File: src/pkg/fcl_pkg.sv
// Constants shared by the flash command controller and its bus cycle engine
package fcl_pkg;

  ////////////////////////////////////////////////////////////////////////////
  // Pin widths and clock
  localparam int ADDR_W        = 23;
  localparam int DQ_W          = 16;
  localparam int CLK_PERIOD_NS = 5;

  ////////////////////////////////////////////////////////////////////////////
  // Pin timing in ns; least times round up to whole cycles
  localparam int SETUP_NS      = 10;
  localparam int WE_LOW_NS     = 70;
  localparam int RECOVER_NS    = 30;
  localparam int ACCESS_NS     = 100;
  localparam int PAGE_NS       = 25;
  localparam int RESET_LOW_NS  = 100;
  localparam int RESET_REC_NS  = 150;

  localparam logic [15:0] SETUP_CYC     = 16'((SETUP_NS + CLK_PERIOD_NS - 1) / CLK_PERIOD_NS);
  localparam logic [15:0] WE_CYC        = 16'((WE_LOW_NS + CLK_PERIOD_NS - 1) / CLK_PERIOD_NS);
  localparam logic [15:0] RECOVER_CYC   = 16'((RECOVER_NS + CLK_PERIOD_NS - 1) / CLK_PERIOD_NS);
  localparam logic [15:0] ACCESS_CYC    = 16'((ACCESS_NS + CLK_PERIOD_NS - 1) / CLK_PERIOD_NS);
  localparam logic [15:0] PAGE_CYC      = 16'((PAGE_NS + CLK_PERIOD_NS - 1) / CLK_PERIOD_NS);
  localparam logic [15:0] RESET_LOW_CYC = 16'((RESET_LOW_NS + CLK_PERIOD_NS - 1) / CLK_PERIOD_NS);
  localparam logic [15:0] RESET_REC_CYC = 16'((RESET_REC_NS + CLK_PERIOD_NS - 1) / CLK_PERIOD_NS);

  ////////////////////////////////////////////////////////////////////////////
  // Device command bytes and the configuration code mask
  localparam logic [7:0] CMD_STS_CONFIG = 8'hb8;
  localparam logic [7:0] CMD_LOCK_SETUP = 8'h60;
  localparam logic [7:0] CMD_READ_ID    = 8'h90;
  localparam logic [7:0] CMD_READ_ARRAY = 8'hff;
  localparam logic [7:0] CMD_READ_STAT  = 8'h70;
  localparam logic [7:0] CMD_CLR_STAT   = 8'h50;
  localparam logic [7:0] CFG_CODE_MASK  = 8'h03;

  ////////////////////////////////////////////////////////////////////////////
  // Device status byte bits
  localparam int SR_READY   = 7;
  localparam int SR_ERASE   = 5;
  localparam int SR_PROGRAM = 4;
  localparam int SR_PROTECT = 1;

  ////////////////////////////////////////////////////////////////////////////
  // Host register map (byte addresses) and fields
  localparam logic [7:0] REG_CMD    = 8'h00;
  localparam logic [7:0] REG_ADDR   = 8'h04;
  localparam logic [7:0] REG_DATA   = 8'h08;
  localparam logic [7:0] REG_RCR    = 8'h0c;
  localparam logic [7:0] REG_STATUS = 8'h10;
  localparam logic [7:0] REG_WORD0  = 8'h20;
  localparam int         RCR_RM_BIT = 16;
  localparam logic [1:0] STS_MODE_RST = 2'h0;

  ////////////////////////////////////////////////////////////////////////////
  // Operations that software starts through REG_CMD
  typedef enum logic [2:0] {
    OP_CONFIG     = 3'h0,
    OP_SET_LOCK   = 3'h1,
    OP_CLEAR_LOCK = 3'h2,
    OP_READ_STAT  = 3'h3,
    OP_READ_ID    = 3'h4,
    OP_READ_ARRAY = 3'h5,
    OP_CLR_STAT   = 3'h6,
    OP_RESET      = 3'h7
  } fcl_op_e;

endpackage

File: src/design/fcl_bus_cycle.sv
// One asynchronous write or read cycle on the flash pins, with page-read continuation
`timescale 1ns/100ps
module fcl_bus_cycle (
  input  wire logic                      sys_clk,
  input  wire logic                      rst,
  input  wire logic                      start,
  input  wire logic                      isWrite,
  input  wire logic                      keepOpen,
  input  wire logic [fcl_pkg::ADDR_W-1:0] cycAddr,
  input  wire logic [fcl_pkg::DQ_W-1:0]   cycWdata,
  input  wire logic [fcl_pkg::DQ_W-1:0]   dqIn,
  output logic                           done,
  output logic [fcl_pkg::DQ_W-1:0]        rdData,
  output logic [fcl_pkg::ADDR_W-1:0]      addrOut,
  output logic [fcl_pkg::DQ_W-1:0]        dqOut,
  output logic                           dqOe,
  output logic                           chipEnable0N,
  output logic                           outEnableN,
  output logic                           writeEnableN
);
  import fcl_pkg::*;

  typedef enum logic [2:0] {BC_IDLE, BC_SETUP, BC_STROBE, BC_RECOVER, BC_OPEN} fcl_bc_e;

  fcl_bc_e                 state_reg,  state_next;
  logic [15:0]             cnt_reg,    cnt_next;
  logic                    wr_reg,     wr_next;
  logic                    open_reg,   open_next;
  logic [ADDR_W-1:0]       addr_reg,   addr_next;
  logic [DQ_W-1:0]         wdat_reg,   wdat_next;
  logic [DQ_W-1:0]         rd_reg,     rd_next;
  logic                    done_reg,   done_next;
  logic                    ceN_reg,    ceN_next;
  logic                    oeN_reg,    oeN_next;
  logic                    weN_reg,    weN_next;
  logic                    dqOe_reg,   dqOe_next;

  ////////////////////////////////////////////////////////////////////////////
  always_comb begin
    state_next = state_reg;
    cnt_next   = cnt_reg;
    wr_next    = wr_reg;
    open_next  = open_reg;
    addr_next  = addr_reg;
    wdat_next  = wdat_reg;
    rd_next    = rd_reg;
    done_next  = 1'b0;
    ceN_next   = ceN_reg;
    oeN_next   = oeN_reg;
    weN_next   = weN_reg;
    dqOe_next  = dqOe_reg;
    case (state_reg)
      BC_IDLE: begin
        if (start) begin
          wr_next    = isWrite;
          open_next  = keepOpen & ~isWrite;
          addr_next  = cycAddr;
          wdat_next  = cycWdata;
          ceN_next   = 1'b0;
          dqOe_next  = isWrite;
          oeN_next   = isWrite;
          cnt_next   = SETUP_CYC;
          state_next = BC_SETUP;
        end
      end
      BC_SETUP: begin
        if (cnt_reg <= 16'h0001) begin
          weN_next   = ~wr_reg;
          cnt_next   = wr_reg ? WE_CYC : ACCESS_CYC;
          state_next = BC_STROBE;
        end else begin
          cnt_next = cnt_reg - 16'h0001;
        end
      end
      BC_STROBE: begin
        if (cnt_reg <= 16'h0001) begin
          // Data sits stable on the pins by the end of the access time
          if (!wr_reg) begin
            rd_next = dqIn;
          end
          if (open_reg) begin
            done_next  = 1'b1;
            state_next = BC_OPEN;
          end else begin
            weN_next   = 1'b1;
            oeN_next   = 1'b1;
            cnt_next   = RECOVER_CYC;
            state_next = BC_RECOVER;
          end
        end else begin
          cnt_next = cnt_reg - 16'h0001;
        end
      end
      BC_RECOVER: begin
        ceN_next  = 1'b1;
        dqOe_next = 1'b0;
        if (cnt_reg <= 16'h0001) begin
          done_next  = 1'b1;
          state_next = BC_IDLE;
        end else begin
          cnt_next = cnt_reg - 16'h0001;
        end
      end
      BC_OPEN: begin
        // CE and OE stay low; only the address moves, so page timing applies
        if (start) begin
          open_next  = keepOpen;
          addr_next  = cycAddr;
          cnt_next   = PAGE_CYC;
          state_next = BC_STROBE;
        end
      end
      default: state_next = BC_IDLE;
    endcase
  end

  always_ff @(posedge sys_clk) begin
    if (rst) begin
      state_reg <= BC_IDLE;
      cnt_reg   <= 16'h0000;
      wr_reg    <= 1'b0;
      open_reg  <= 1'b0;
      addr_reg  <= '0;
      wdat_reg  <= '0;
      rd_reg    <= '0;
      done_reg  <= 1'b0;
      ceN_reg   <= 1'b1;
      oeN_reg   <= 1'b1;
      weN_reg   <= 1'b1;
      dqOe_reg  <= 1'b0;
    end else begin
      state_reg <= state_next;
      cnt_reg   <= cnt_next;
      wr_reg    <= wr_next;
      open_reg  <= open_next;
      addr_reg  <= addr_next;
      wdat_reg  <= wdat_next;
      rd_reg    <= rd_next;
      done_reg  <= done_next;
      ceN_reg   <= ceN_next;
      oeN_reg   <= oeN_next;
      weN_reg   <= weN_next;
      dqOe_reg  <= dqOe_next;
    end
  end

  assign done         = done_reg;
  assign rdData       = rd_reg;
  assign addrOut      = addr_reg;
  assign dqOut        = wdat_reg;
  assign dqOe         = dqOe_reg;
  assign chipEnable0N = ceN_reg;
  assign outEnableN   = oeN_reg;
  assign writeEnableN = weN_reg;

endmodule // fcl_bus_cycle

File: src/design/fcl_flash_ctrl.sv
// Host controller issuing configuration, lock-bit and identifier commands to a parallel flash
`timescale 1ns/100ps
module fcl_flash_ctrl #(
  parameter int          PAGE_WORDS    = 8,
  parameter int          CLEAR_RETRIES = 2,
  parameter logic [7:0]  LOCK_SET_CONF = 8'h01,
  parameter logic [7:0]  LOCK_CLR_CONF = 8'hd0
) (
  input  wire logic                      sys_clk,
  input  wire logic                      rst,
  input  wire logic [7:0]                busAddr,
  input  wire logic [31:0]               busWdata,
  input  wire logic                      busWr,
  input  wire logic                      busRd,
  output logic [31:0]                    busRdata,
  output logic [fcl_pkg::ADDR_W-1:0]      flashAddr,
  input  wire logic [fcl_pkg::DQ_W-1:0]   flashDqIn,
  output logic [fcl_pkg::DQ_W-1:0]        flashDqOut,
  output logic                           flashDqOe,
  output logic                           chipEnable0N,
  output logic                           outEnableN,
  output logic                           writeEnableN,
  output logic                           resetPowerdownN,
  input  wire logic                      eventOutPin
);
  import fcl_pkg::*;

  typedef enum logic [3:0] {
    S_IDLE, S_PRE_CMD, S_PRE_RD, S_CMD1, S_CMD2, S_POLL_RD,
    S_RD_CMD, S_RD_WORD, S_RST_LOW, S_RST_REC
  } fcl_state_e;

  ////////////////////////////////////////////////////////////////////////////
  // Main sequencer state
  fcl_state_e             state_reg,    state_next;
  fcl_op_e                op_reg,       op_next;
  logic                   issued_reg,   issued_next;
  logic [15:0]            cnt_reg,      cnt_next;
  logic [7:0]             idx_reg,      idx_next;
  logic [7:0]             retry_reg,    retry_next;
  logic [ADDR_W-1:0]      argAddr_reg,  argAddr_next;
  logic [7:0]             argData_reg,  argData_next;
  logic                   pageMode_reg, pageMode_next;
  logic [1:0]             stsMode_reg,  stsMode_next;
  logic [7:0]             statByte_reg, statByte_next;
  logic                   cfgBad_reg,   cfgBad_next;
  logic                   protect_reg,  protect_next;
  logic                   clrFail_reg,  clrFail_next;
  logic                   rpN_reg,      rpN_next;
  logic [DQ_W-1:0]        words_reg [PAGE_WORDS];
  logic [DQ_W-1:0]        words_next [PAGE_WORDS];

  // Bus cycle request
  logic                   cycNeed;
  logic                   cycWrite;
  logic                   cycKeep;
  logic [ADDR_W-1:0]      cycAddr;
  logic [7:0]             cycByte;
  logic                   cycDone;
  logic [DQ_W-1:0]        cycRd;

  // Event pin tracking and register port
  logic [2:0]             evSync_reg,   evSync_next;
  logic                   evLevel_reg,  evLevel_next;
  logic [7:0]             pulseCnt_reg, pulseCnt_next;
  logic [31:0]            rdata_reg,    rdata_next;
  logic                   busy;
  logic                   go;

  assign busy = (state_reg != S_IDLE);
  assign go   = busWr && (busAddr == REG_CMD) && !busy;

  ////////////////////////////////////////////////////////////////////////////
  // Cycle to issue in each state
  always_comb begin
    cycNeed  = 1'b0;
    cycWrite = 1'b1;
    cycKeep  = 1'b0;
    cycAddr  = '0;
    cycByte  = CMD_READ_STAT;
    case (state_reg)
      S_PRE_CMD: cycNeed = 1'b1;
      S_PRE_RD,
      S_POLL_RD: begin
        cycNeed  = 1'b1;
        cycWrite = 1'b0;
      end
      S_CMD1: begin
        cycNeed = 1'b1;
        cycAddr = argAddr_reg;
        cycByte = (op_reg == OP_CONFIG) ? CMD_STS_CONFIG : CMD_LOCK_SETUP;
        if (op_reg == OP_CLR_STAT) begin
          cycByte = CMD_CLR_STAT;
        end
      end
      S_CMD2: begin
        cycNeed = 1'b1;
        cycAddr = argAddr_reg;
        case (op_reg)
          OP_CONFIG:   cycByte = argData_reg & CFG_CODE_MASK;
          OP_SET_LOCK: cycByte = LOCK_SET_CONF;
          default:     cycByte = LOCK_CLR_CONF;
        endcase
      end
      S_RD_CMD: begin
        cycNeed = 1'b1;
        cycByte = (op_reg == OP_READ_ID) ? CMD_READ_ID :
                  (op_reg == OP_READ_ARRAY) ? CMD_READ_ARRAY : CMD_READ_STAT;
      end
      S_RD_WORD: begin
        cycNeed  = 1'b1;
        cycWrite = 1'b0;
        cycAddr  = argAddr_reg + ADDR_W'(idx_reg);
        // Only array reads may burst; status and identifier stay single
        cycKeep  = (op_reg == OP_READ_ARRAY) && pageMode_reg &&
                   (idx_reg < 8'(PAGE_WORDS - 1));
      end
      default: cycNeed = 1'b0;
    endcase
  end

  fcl_bus_cycle u_cycle (
    .sys_clk      (sys_clk),
    .rst          (rst),
    .start        (cycNeed && !issued_reg),
    .isWrite      (cycWrite),
    .keepOpen     (cycKeep),
    .cycAddr      (cycAddr),
    .cycWdata     ({8'h00, cycByte}),
    .dqIn         (flashDqIn),
    .done         (cycDone),
    .rdData       (cycRd),
    .addrOut      (flashAddr),
    .dqOut        (flashDqOut),
    .dqOe         (flashDqOe),
    .chipEnable0N (chipEnable0N),
    .outEnableN   (outEnableN),
    .writeEnableN (writeEnableN)
  );

  ////////////////////////////////////////////////////////////////////////////
  // Sequencer
  always_comb begin
    state_next    = state_reg;
    op_next       = op_reg;
    issued_next   = issued_reg | (cycNeed & ~issued_reg);
    cnt_next      = cnt_reg;
    idx_next      = idx_reg;
    retry_next    = retry_reg;
    argAddr_next  = argAddr_reg;
    argData_next  = argData_reg;
    pageMode_next = pageMode_reg;
    stsMode_next  = stsMode_reg;
    statByte_next = statByte_reg;
    cfgBad_next   = cfgBad_reg;
    protect_next  = protect_reg;
    clrFail_next  = clrFail_reg;
    rpN_next      = rpN_reg;
    words_next    = words_reg;
    if (cycDone) begin
      issued_next = 1'b0;
    end
    if (!busy && busWr && busAddr == REG_ADDR) begin
      argAddr_next = busWdata[ADDR_W-1:0];
    end
    if (!busy && busWr && busAddr == REG_DATA) begin
      argData_next = busWdata[7:0];
    end
    if (!busy && busWr && busAddr == REG_RCR) begin
      pageMode_next = busWdata[RCR_RM_BIT];
    end
    case (state_reg)
      S_IDLE: begin
        if (go) begin
          op_next     = fcl_op_e'(busWdata[2:0]);
          idx_next    = 8'h00;
          retry_next  = 8'h00;
          cfgBad_next = 1'b0;
          case (fcl_op_e'(busWdata[2:0]))
            OP_CONFIG, OP_SET_LOCK, OP_CLEAR_LOCK: state_next = S_PRE_CMD;
            OP_CLR_STAT:                           state_next = S_CMD1;
            OP_RESET: begin
              rpN_next   = 1'b0;
              cnt_next   = RESET_LOW_CYC;
              state_next = S_RST_LOW;
            end
            default:                               state_next = S_RD_CMD;
          endcase
        end
      end
      S_PRE_CMD: if (cycDone) state_next = S_PRE_RD;
      S_PRE_RD: begin
        // Each read toggles OE, so the device refreshes its status latch
        if (cycDone && cycRd[SR_READY]) begin
          state_next = S_CMD1;
        end
      end
      S_CMD1: begin
        if (cycDone) begin
          state_next = (op_reg == OP_CLR_STAT) ? S_IDLE : S_CMD2;
          if (op_reg == OP_CLR_STAT) begin
            cfgBad_next  = 1'b0;
            protect_next = 1'b0;
            clrFail_next = 1'b0;
          end
        end
      end
      S_CMD2: if (cycDone) state_next = S_POLL_RD;
      S_POLL_RD: begin
        if (cycDone && cycRd[SR_READY]) begin
          // Kept whole so software sees a lockout abort beside unchanged lock bits
          statByte_next = cycRd[7:0];
          state_next    = S_IDLE;
          if (op_reg == OP_CONFIG) begin
            cfgBad_next = cycRd[SR_ERASE] & cycRd[SR_PROGRAM];
            if (!(cycRd[SR_ERASE] & cycRd[SR_PROGRAM])) begin
              stsMode_next = argData_reg[1:0];
            end
          end else if (op_reg == OP_SET_LOCK) begin
            protect_next = cycRd[SR_PROTECT];
          end else if (cycRd[SR_ERASE]) begin
            // Lock bits are unknown after an aborted clear, so repeat it
            if (retry_reg < 8'(CLEAR_RETRIES)) begin
              retry_next = retry_reg + 8'h01;
              state_next = S_PRE_CMD;
            end else begin
              clrFail_next = 1'b1;
            end
          end
        end
      end
      S_RD_CMD: if (cycDone) state_next = S_RD_WORD;
      S_RD_WORD: begin
        if (cycDone) begin
          words_next[idx_reg[$clog2(PAGE_WORDS)-1:0]] = cycRd;
          if (op_reg == OP_READ_STAT) begin
            statByte_next = cycRd[7:0];
          end
          if (cycKeep) begin
            idx_next = idx_reg + 8'h01;
          end else begin
            state_next = S_IDLE;
          end
        end
      end
      S_RST_LOW: begin
        if (cnt_reg <= 16'h0001) begin
          rpN_next   = 1'b1;
          cnt_next   = RESET_REC_CYC;
          state_next = S_RST_REC;
        end else begin
          cnt_next = cnt_reg - 16'h0001;
        end
        stsMode_next  = STS_MODE_RST;
        pageMode_next = 1'b0;
      end
      S_RST_REC: begin
        if (cnt_reg <= 16'h0001) begin
          state_next = S_IDLE;
        end else begin
          cnt_next = cnt_reg - 16'h0001;
        end
      end
      default: state_next = S_IDLE;
    endcase
  end

  ////////////////////////////////////////////////////////////////////////////
  // Event pin: three flops, a change counts once stages two and three agree
  always_comb begin
    evSync_next   = {evSync_reg[1:0], eventOutPin};
    evLevel_next  = (evSync_reg[1] == evSync_reg[2]) ? evSync_reg[2] : evLevel_reg;
    pulseCnt_next = pulseCnt_reg;
    if (busWr && busAddr == REG_STATUS) begin
      pulseCnt_next = 8'h00;
    end
    // A falling edge in a pulse mode marks a completion; set wins over clear
    if (stsMode_reg != STS_MODE_RST && evLevel_reg && !evLevel_next) begin
      pulseCnt_next = pulseCnt_next + 8'h01;
    end
  end

  ////////////////////////////////////////////////////////////////////////////
  // Register read port, data one cycle after the strobe
  always_comb begin
    rdata_next = 32'h0000_0000;
    if (busRd) begin
      if (busAddr == REG_CMD) begin
        rdata_next = {28'h0000000, busy, op_reg};
      end else if (busAddr == REG_ADDR) begin
        rdata_next = 32'(argAddr_reg);
      end else if (busAddr == REG_DATA) begin
        rdata_next = {24'h000000, argData_reg};
      end else if (busAddr == REG_RCR) begin
        rdata_next = 32'(pageMode_reg) << RCR_RM_BIT;
      end else if (busAddr == REG_STATUS) begin
        rdata_next = {8'h00, pulseCnt_reg, statByte_reg, 1'b0, clrFail_reg, protect_reg,
                      cfgBad_reg, stsMode_reg, evLevel_reg, busy};
      end else if (busAddr >= REG_WORD0 && busAddr < REG_WORD0 + 8'(4 * PAGE_WORDS) &&
                   busAddr[1:0] == 2'b00) begin
        rdata_next = 32'(words_reg[busAddr[$clog2(PAGE_WORDS)+1:2]]);
      end
    end
  end

  ////////////////////////////////////////////////////////////////////////////
  always_ff @(posedge sys_clk) begin
    if (rst) begin
      state_reg    <= S_RST_LOW;
      op_reg       <= OP_RESET;
      issued_reg   <= 1'b0;
      cnt_reg      <= RESET_LOW_CYC;
      idx_reg      <= 8'h00;
      retry_reg    <= 8'h00;
      argAddr_reg  <= '0;
      argData_reg  <= 8'h00;
      pageMode_reg <= 1'b0;
      stsMode_reg  <= STS_MODE_RST;
      statByte_reg <= 8'h00;
      cfgBad_reg   <= 1'b0;
      protect_reg  <= 1'b0;
      clrFail_reg  <= 1'b0;
      rpN_reg      <= 1'b0;
      evSync_reg   <= 3'h7;
      evLevel_reg  <= 1'b1;
      pulseCnt_reg <= 8'h00;
      rdata_reg    <= 32'h0000_0000;
    end else begin
      state_reg    <= state_next;
      op_reg       <= op_next;
      issued_reg   <= issued_next;
      cnt_reg      <= cnt_next;
      idx_reg      <= idx_next;
      retry_reg    <= retry_next;
      argAddr_reg  <= argAddr_next;
      argData_reg  <= argData_next;
      pageMode_reg <= pageMode_next;
      stsMode_reg  <= stsMode_next;
      statByte_reg <= statByte_next;
      cfgBad_reg   <= cfgBad_next;
      protect_reg  <= protect_next;
      clrFail_reg  <= clrFail_next;
      rpN_reg      <= rpN_next;
      evSync_reg   <= evSync_next;
      evLevel_reg  <= evLevel_next;
      pulseCnt_reg <= pulseCnt_next;
      rdata_reg    <= rdata_next;
    end
  end

  // Captured words are data storage; reset leaves them alone
  always_ff @(posedge sys_clk) begin
    words_reg <= words_next;
  end

  assign busRdata        = rdata_reg;
  assign resetPowerdownN = rpN_reg;

endmodule // fcl_flash_ctrl

File: config.mk
export PLATFORM = sky130hd
export DESIGN_NAME = fcl_flash_ctrl
export DESIGN_NICKNAME = d
export VERILOG_FILES = /design/src/pkg/fcl_pkg.sv /design/src/design/fcl_bus_cycle.sv /design/src/design/fcl_flash_ctrl.sv
export SDC_FILE = /design/constraint.sdc
export NUM_CORES = 1
export LEC_CHECK = 0
export ABC_AREA = 0
export CAP_MARGIN = 20
export CORE_MARGIN = 8
export CORE_UTILIZATION = 29
export CTS_BUF_LIST = sky130_fd_sc_hd__clkbuf_4 sky130_fd_sc_hd__clkbuf_8
export CTS_CLUSTER_SIZE = 14
export DETAILED_ROUTE_END_ITERATION = 16
export DONT_BUFFER_PORTS = 1
export GPL_TIMING_DRIVEN = 0
export PLACE_DENSITY = 0.52
export SLEW_MARGIN = 30
export SYNTH_ARGS = -nofsm -noshare
export SYNTH_HDL_FRONTEND = slang
export SYNTH_SLANG_ARGS = --single-unit
File: constraint.sdc
create_clock -name sys_clk -period 4.7 [get_ports sys_clk]
set_input_delay 0.235 -clock sys_clk [delete_from_list [all_inputs] [get_ports sys_clk]]
set_output_delay 0.235 -clock sys_clk [all_outputs]
set_load 0.1 [all_outputs]
==> impl_metrics.env, run 1 <==
export IMPL_hold_depth=3
export IMPL_fp_dieH_microns=239
export IMPL_timing_rr_start="state_reg[3]"
export IMPL_grt_antenna_before_repair=3
export IMPL_final_hold_viol_count=0
export IMPL_ys_flop_type="dfxtp_1"
export IMPL_grt_first_pass_wirelength_microns=70600
export IMPL_synth_top_area_share_pct=27.1
export IMPL_whs_endpoint="state_reg[3]"
export IMPL_die_area_sq_mm=0.0571
export IMPL_grt_pass1_vias=11400
export IMPL_numCtsBuffers=55
export IMPL_vias=11500
export IMPL_cts_reportedPaths_clkPinSlew_ns=0.07
export IMPL_insertion_delay_ns=0.67
export IMPL_yosysUniqueCellTypes=80
export IMPL_drt_iter0_drc=955
export IMPL_post_route_period_util_pct=75.1
export IMPL_endpoint_kind="flip-flop"
export IMPL_dpl_instance_area_sq_mm=0.0155
export IMPL_slew_viol_final=0
export IMPL_grt_overflow=0
export IMPL_initial_core_util_pct=29.4
export IMPL_gp_congestion=0.898
export IMPL_final_util_pct=35.1
export IMPL_synth_top_area_cell="dfxtp_1"
export IMPL_nNetsFinal=1602
export IMPL_r2r_cells=9
export IMPL_maxSlewHeadroom_pct=32.4
export IMPL_hold_class="input port to flip-flop"
export IMPL_rsz0062_at_grt="false"
export IMPL_post_drt_via_cell_ratio=5.14
export IMPL_worst_slew_pin_slew_ns=1.01
export IMPL_finalCriticalPeriod_ns=3.53
export IMPL_post_cts_buffers=0
export IMPL_r2r_end="words_reg[89]"
export IMPL_routedWlPerCell_microns=21.1
export IMPL_reg2reg_slack_ns=1.17
export IMPL_area_growth_pct=19.4
export IMPL_yosys_top_cells_area="dfxtp_1 (27%), edfxtp_1 (27%), mux4_2 (5.0%)"
export IMPL_status="finished clean"
export IMPL_p_leak_nw=6.01
export IMPL_cts_tree="yes"
export IMPL_start_kind="flip-flop"
export IMPL_ir_drop_mv=0.187
export IMPL_seq_area_frac_synth_pct=53.7
export IMPL_cts_sinks=323
export IMPL_worst_path_max_fanout=10
export IMPL_wl_microns=47100
export IMPL_power_w=0.00713
export IMPL_track_usage_pct=16.2
export IMPL_drc=0
export IMPL_syn_inst=1382
export IMPL_netlist_area_sq_mm=0.0144
export IMPL_core_sq_mm=0.0491
export IMPL_final_area_sq_mm=0.0172
export IMPL_fmax_mhz=283
export IMPL_ant_nets=0
export IMPL_synth_area_per_cell_sq_um=10.4
export IMPL_arrival_ns=3.91
export IMPL_hp_start="busWr"
export IMPL_ios=137
export IMPL_dieWidth_microns=239
export IMPL_dp_hpwl_microns=34600
export IMPL_cts_root_buf="clkbuf_8"
export IMPL_num_fill_cells=4976
export IMPL_clk_path_buf_depth=3
export IMPL_critical_path_class="flip-flop to flip-flop"
export IMPL_setup_viol=0
export IMPL_seqCellArea_sq_mm=0.00776
export IMPL_h_tree_depth=2
export IMPL_multi_input_comb_area_sq_mm=0.00621
export IMPL_finClkSkew_ns=0.0347
export IMPL_maxCapViolCount=0
export IMPL_synth_edff_count=128
export IMPL_p_per_area_mw_per_mm2=414
export IMPL_drtPass1Iterations=7
export IMPL_rows=81
export IMPL_synthArstFlopShare_pct=0
export IMPL_synth_seq_cells=323
export IMPL_port_buffer_count=0
export IMPL_yosysWarnings=0
export IMPL_drive_gt1_share_pct=15.5
export IMPL_largest_reg_flops=128
export IMPL_grt_max_degree=17
export IMPL_required_ns=5.08
## worst max-delay path: stages, from the launching register on
cell and delay [ns]:
dfxtp_1 0.30, clkbuf_1 0.21, and3b_1 0.30, and2_1 0.19, clkbuf_1 0.46, clkbuf_1 0.50
nand2_1 0.20, nor3_2 0.60, buf_4 0.30, buf_6 0.17
## final cells by class
| class | count | share of cell area [%] |
|---|---|---|
| well taps | 664 | 4.82 |
| flip-flops and latches | 323 | 45.1 |
| repair buffers | 71 | 3.60 |
| clock buffers | 87 | 6.26 |
| multi-input cells | 951 | 36.1 |
| clock inverters | 16 | 0.886 |
| inverters | 24 | 0.523 |
| diodes | 1 | 0.0145 |
| plain buffers | 99 | 2.77 |
## worst max-delay path by stage
stage / depth (start not counted) / startpoint / slack, ns / end
4_1_cts: 9 / state_reg[3] / 1.22 / words_reg[89]
3_5_place_dp: 9 / state_reg[3] / 1.22 / words_reg[88]
5_1_grt: 9 / state_reg[3] / 0.97 / words_reg[89]
2_1_floorplan: 6 / state_reg[3] / 1.45 / words_reg[64]
6_report: 9 / state_reg[3] / 1.17 / words_reg[89]
3_3_place_gp: 6 / state_reg[3] / -0.81 / words_reg[72]
## report_power, final
| part | internal, W | total [W] | switching, W |
|---|---|---|---|
| registers | 0.00304 | 0.00317 | 0.000137 |
| clock network | 0.00158 | 0.00278 | 0.00120 |
| logic | 0.000402 | 0.00117 | 0.000768 |
| total | 0.00502 | 0.00713 | 0.00211 |
## cells in the mapped netlist, types with 16 or more instances
| cell type | count |
|---|---|
| nor3_1 | 38 |
| mux2i_1 | 38 |
| nand3_1 | 34 |
| dfxtp_1 | 195 |
| xor2_1 | 26 |
| inv_1 | 24 |
| clkbuf_1 | 60 |
| buf_4 | 20 |
| and3_1 | 16 |
| nand2_1 | 154 |
| nor4_1 | 18 |
| mux4_2 | 32 |
| o21ai_0 | 36 |
| a21oi_1 | 97 |
| edfxtp_1 | 128 |
| nor2_1 | 159 |
| a211oi_1 | 19 |
## placed cells by master (no fill, tap or decap), drive strengths merged, types with 13 or more instances in the layout
cell / synthesis / final
o21ai: 36 / 36
a22oi: 13 / 13
nor2: 163 / 163
and2: 15 / 15
conb: 1 / 16
dlygate4sd3: 0 / 48
dfxtp: 195 / 195
mux2i: 38 / 38
a211oi: 19 / 19
a31oi: 15 / 15
and3: 16 / 16
buf: 37 / 60
mux4: 32 / 32
nand2b: 13 / 13
nand3: 35 / 35
ha: 15 / 15
nand4: 13 / 13
a21oi: 98 / 98
clkbuf: 61 / 148
inv: 24 / 26
xor2: 26 / 26
edfxtp: 128 / 128
nand2: 154 / 154
or3: 13 / 13
nor3: 41 / 41
nor4: 22 / 22
## through the flow
step	instances	hold slack, ns	TNS (ns)	worst slack, ns
6_report	2236	0.0929	0	1.17
3_5_place_dp	2084	0.345	0	1.22
2_1_floorplan	1397	0.339	0	1.45
3_3_place_gp	2061	0.342	-60.75	-0.813
4_1_cts	2235	0.0368	0	1.22
5_1_grt	2236	0.112	0	0.975
## what timing repair did
action | in CTS | in global routing
hold buffers | 48 | 0
endpoints found under the hold margin | 67 | 0
endpoints found under the setup margin | 0 | 0
resized for setup | 0 | 0
## metal layers
metal / track usage [%] / vias to the layer above / part of all wire, %
met4: 6.62 / 4 / 3.2
met5: 0 / - / 0.057
li1: - / 5356 / -
met3: 4.03 / 93 / 7.8
met1: 20.3 / 5622 / 43
met2: 26.4 / 418 / 46
## logic make-up (layout without fill, tap and decap cells)
| kind of cell | count (synthesis) | count (layout) | synth area share, % |
|---|---|---|---|
| flops | 323 | 323 | 53.7 |
| xor+xnor | 36 | 36 | 2.19 |
| fa+ha+maj | 16 | 16 | 1.44 |
| other cells | 1 | 17 | 0.0260 |
| mux | 70 | 70 | 7.63 |
| buf+inv | 123 | 297 | 3.93 |
| compound gates | 276 | 276 | 12.8 |
| simple gates | 537 | 537 | 18.3 |
(Power assumes the default switching activity.)
==> run 2, diff against run 1 <==
==> constraint.sdc (replaced) <==
create_clock -name sys_clk -period 3.4 [get_ports sys_clk]
set_input_delay 0.17 -clock sys_clk [delete_from_list [all_inputs] [get_ports sys_clk]]
set_output_delay 0.17 -clock sys_clk [all_outputs]
set_load 0.1 [all_outputs]
==> impl_metrics.env, run 2 (synthesis results as in run 1) <==
export IMPL_status="finished clean"
export IMPL_final_cell_count_no_fill=2240
export IMPL_endpoint_kind="flip-flop"
export IMPL_maxSlewHeadroom_pct=32.2
export IMPL_setup_tns_ns=0
export IMPL_power_w=0.00985
export IMPL_cts_sinks=323
export IMPL_dieWidth_microns=239
export IMPL_ir_drop_mv=0.261
export IMPL_numCtsBuffers=55
export IMPL_post_route_period_util_pct=92.9
export IMPL_clkPwrFrac_pct=39.0
export IMPL_rsz0062_at_grt="false"
export IMPL_pwr_share_comb_pct=16.4
export IMPL_power_frac_seq_pct=44.6
export IMPL_worst_slew_pin_slew_ns=1.02
export IMPL_port_buffer_count=0
export IMPL_final_hold_viol_count=0
export IMPL_slew_viol_final=0
export IMPL_post_cts_buffers=0
export IMPL_hold_class="input port to flip-flop"
export IMPL_largest_reg_flops=128
export IMPL_required_ns=3.77
export IMPL_pre_cts_ws_ns=-0.0818
export IMPL_critPathBufInv=5
export IMPL_rows=81
export IMPL_p_int_w=0.00694
export IMPL_track_usage_pct=16.2
export IMPL_swShare_pct=29.6
export IMPL_die_area_sq_mm=0.0571
export IMPL_gp_congestion=0.898
export IMPL_placedCellCount=2084
export IMPL_grt_pass1_vias=11400
export IMPL_cts_root_buf="clkbuf_8"
export IMPL_drt_iter0_drc=979
export IMPL_clk_path_buf_depth=3
export IMPL_grt_first_pass_wirelength_microns=70700
export IMPL_arrival_ns=3.53
export IMPL_finalCriticalPeriod_ns=3.16
export IMPL_grt_max_degree=17
export IMPL_ios=137
export IMPL_critical_path_class="flip-flop to flip-flop"
export IMPL_initial_core_util_pct=29.4
export IMPL_area_growth_pct=19.7
export IMPL_p_leak_nw=6.02
export IMPL_switchingPower_w=0.00291
export IMPL_crit_path_frequent_cell="clkbuf_1"
export IMPL_h_tree_depth=2
export IMPL_cts_reportedPaths_clkPinSlew_ns=0.07
export IMPL_dp_hpwl_microns=34600
export IMPL_wl_microns=47100
export IMPL_cp_slowest_cell="clkbuf_1"
export IMPL_final_cell_mix="dfxtp_1 (181), nor2_1 (159), nand2_1 (154), edfxtp_1 (128), a21oi_1 (97)"
export IMPL_setup_viol=0
export IMPL_grt_overflow=0
export IMPL_seqCellArea_sq_mm=0.00776
export IMPL_p_per_area_mw_per_mm2=570
export IMPL_crit_chain="clkbuf_1 -> and3b_1 -> and2_1 -> clkbuf_1 -> clkbuf_2 -> nand2_1 -> nor3_4 -> buf_4 -> buf_6"
export IMPL_grt_antenna_before_repair=3
export IMPL_ant_nets=0
export IMPL_post_drt_via_cell_ratio=5.14
export IMPL_vias=11500
export IMPL_dpl_instance_area_sq_mm=0.0155
export IMPL_layout_commonest_cell="dfxtp_1"
export IMPL_drc=0
export IMPL_routedWlPerCell_microns=21.0
export IMPL_cts_tree="yes"
export IMPL_drive_gt1_share_pct=15.6
export IMPL_start_kind="flip-flop"
export IMPL_multi_input_comb_area_sq_mm=0.00622
export IMPL_path_delay_family="buffers and inverters"
export IMPL_fmax_mhz=316
export IMPL_finClkSkew_ns=0.0366
export IMPL_num_fill_cells=4972
export IMPL_nNetsFinal=1606
export IMPL_maxCapViolCount=0
export IMPL_insertion_delay_ns=0.67
export IMPL_drtPass1Iterations=5
export IMPL_worst_slack_ns=0.240
export IMPL_core_sq_mm=0.0491
export IMPL_final_area_sq_mm=0.0173
export IMPL_fp_dieH_microns=239
export IMPL_slowest_delay_ns=0.45
export IMPL_worst_path_max_fanout=10
## run 2: changes by cell type in the layout (fill, tap and decap cells not counted), sizes merged
cell	delta
dlygate4sd3	+4
## run 2: final timing paths
path	depth (start not counted)	from	end	slack [ns]
max	9	state_reg[3]	words_reg[89]	0.24
min	3	busRd	busRdata[0]	0.10
max reg2reg	9	state_reg[3]	words_reg[89]	0.24
min reg2reg	1	evSync_reg[0]	evSync_reg[1]	0.42
## run 2: final cells by class
class	instances	share of cell area, %
clock inverters	16	0.884
well taps	664	4.81
diodes	1	0.0145
inverters	24	0.521
clock buffers	87	6.24
multi-input cells	951	36.0
repair buffers	75	3.82
plain buffers	99	2.77
flip-flops and latches	323	44.9
## run 2: through the flow
stage / utilization, % / hold WS [ns]
final: 35.2 / 0.102
after CTS: 35.2 / 0.0249
after global routing: 35.2 / 0.0581
after floorplan: - / 0.274
after global placement: 31.2 / 0.277
after detailed placement: 31.6 / 0.280
## run 2: worst register-to-register path, stage by stage, from the launching register on
cell	delay, ns
dfxtp_1	0.30
clkbuf_1	0.21
and3b_1	0.30
and2_1	0.19
clkbuf_1	0.45
clkbuf_2	0.37
nand2_1	0.18
nor3_4	0.45
buf_4	0.27
buf_6	0.17
## run 2: metal layers
metal / GRT usage (%) / wire (microns) / vias up
li1: - / - / 5361
met1: 20.3 / 20000 / 5619
met2: 26.5 / 21900 / 423
met3: 3.94 / 3620 / 101
met4: 6.53 / 1530 / 4
met5: 0 / 27 / -
## run 2: power by group through the flow
stage / clock (W) / sequential (W) / combinational (W)
finish: 0.00384 / 0.00439 / 0.00162
global route: 0.00410 / 0.00441 / 0.00179
CTS: 0.00395 / 0.00439 / 0.00161
detailed placement: 0 / 0.00447 / 0.00154
global placement: 0 / 0.00446 / 0.00152
floorplan: 0 / 0.00439 / 0.00117
## run 2: what timing repair did
| action | in CTS | in global routing |
|---|---|---|
| hold buffers | 52 | 0 |
| endpoints found under the setup margin | 6 | 13 |
| gates resized for setup | 1 | 2 |
| endpoints found under the hold margin | 70 | 0 |
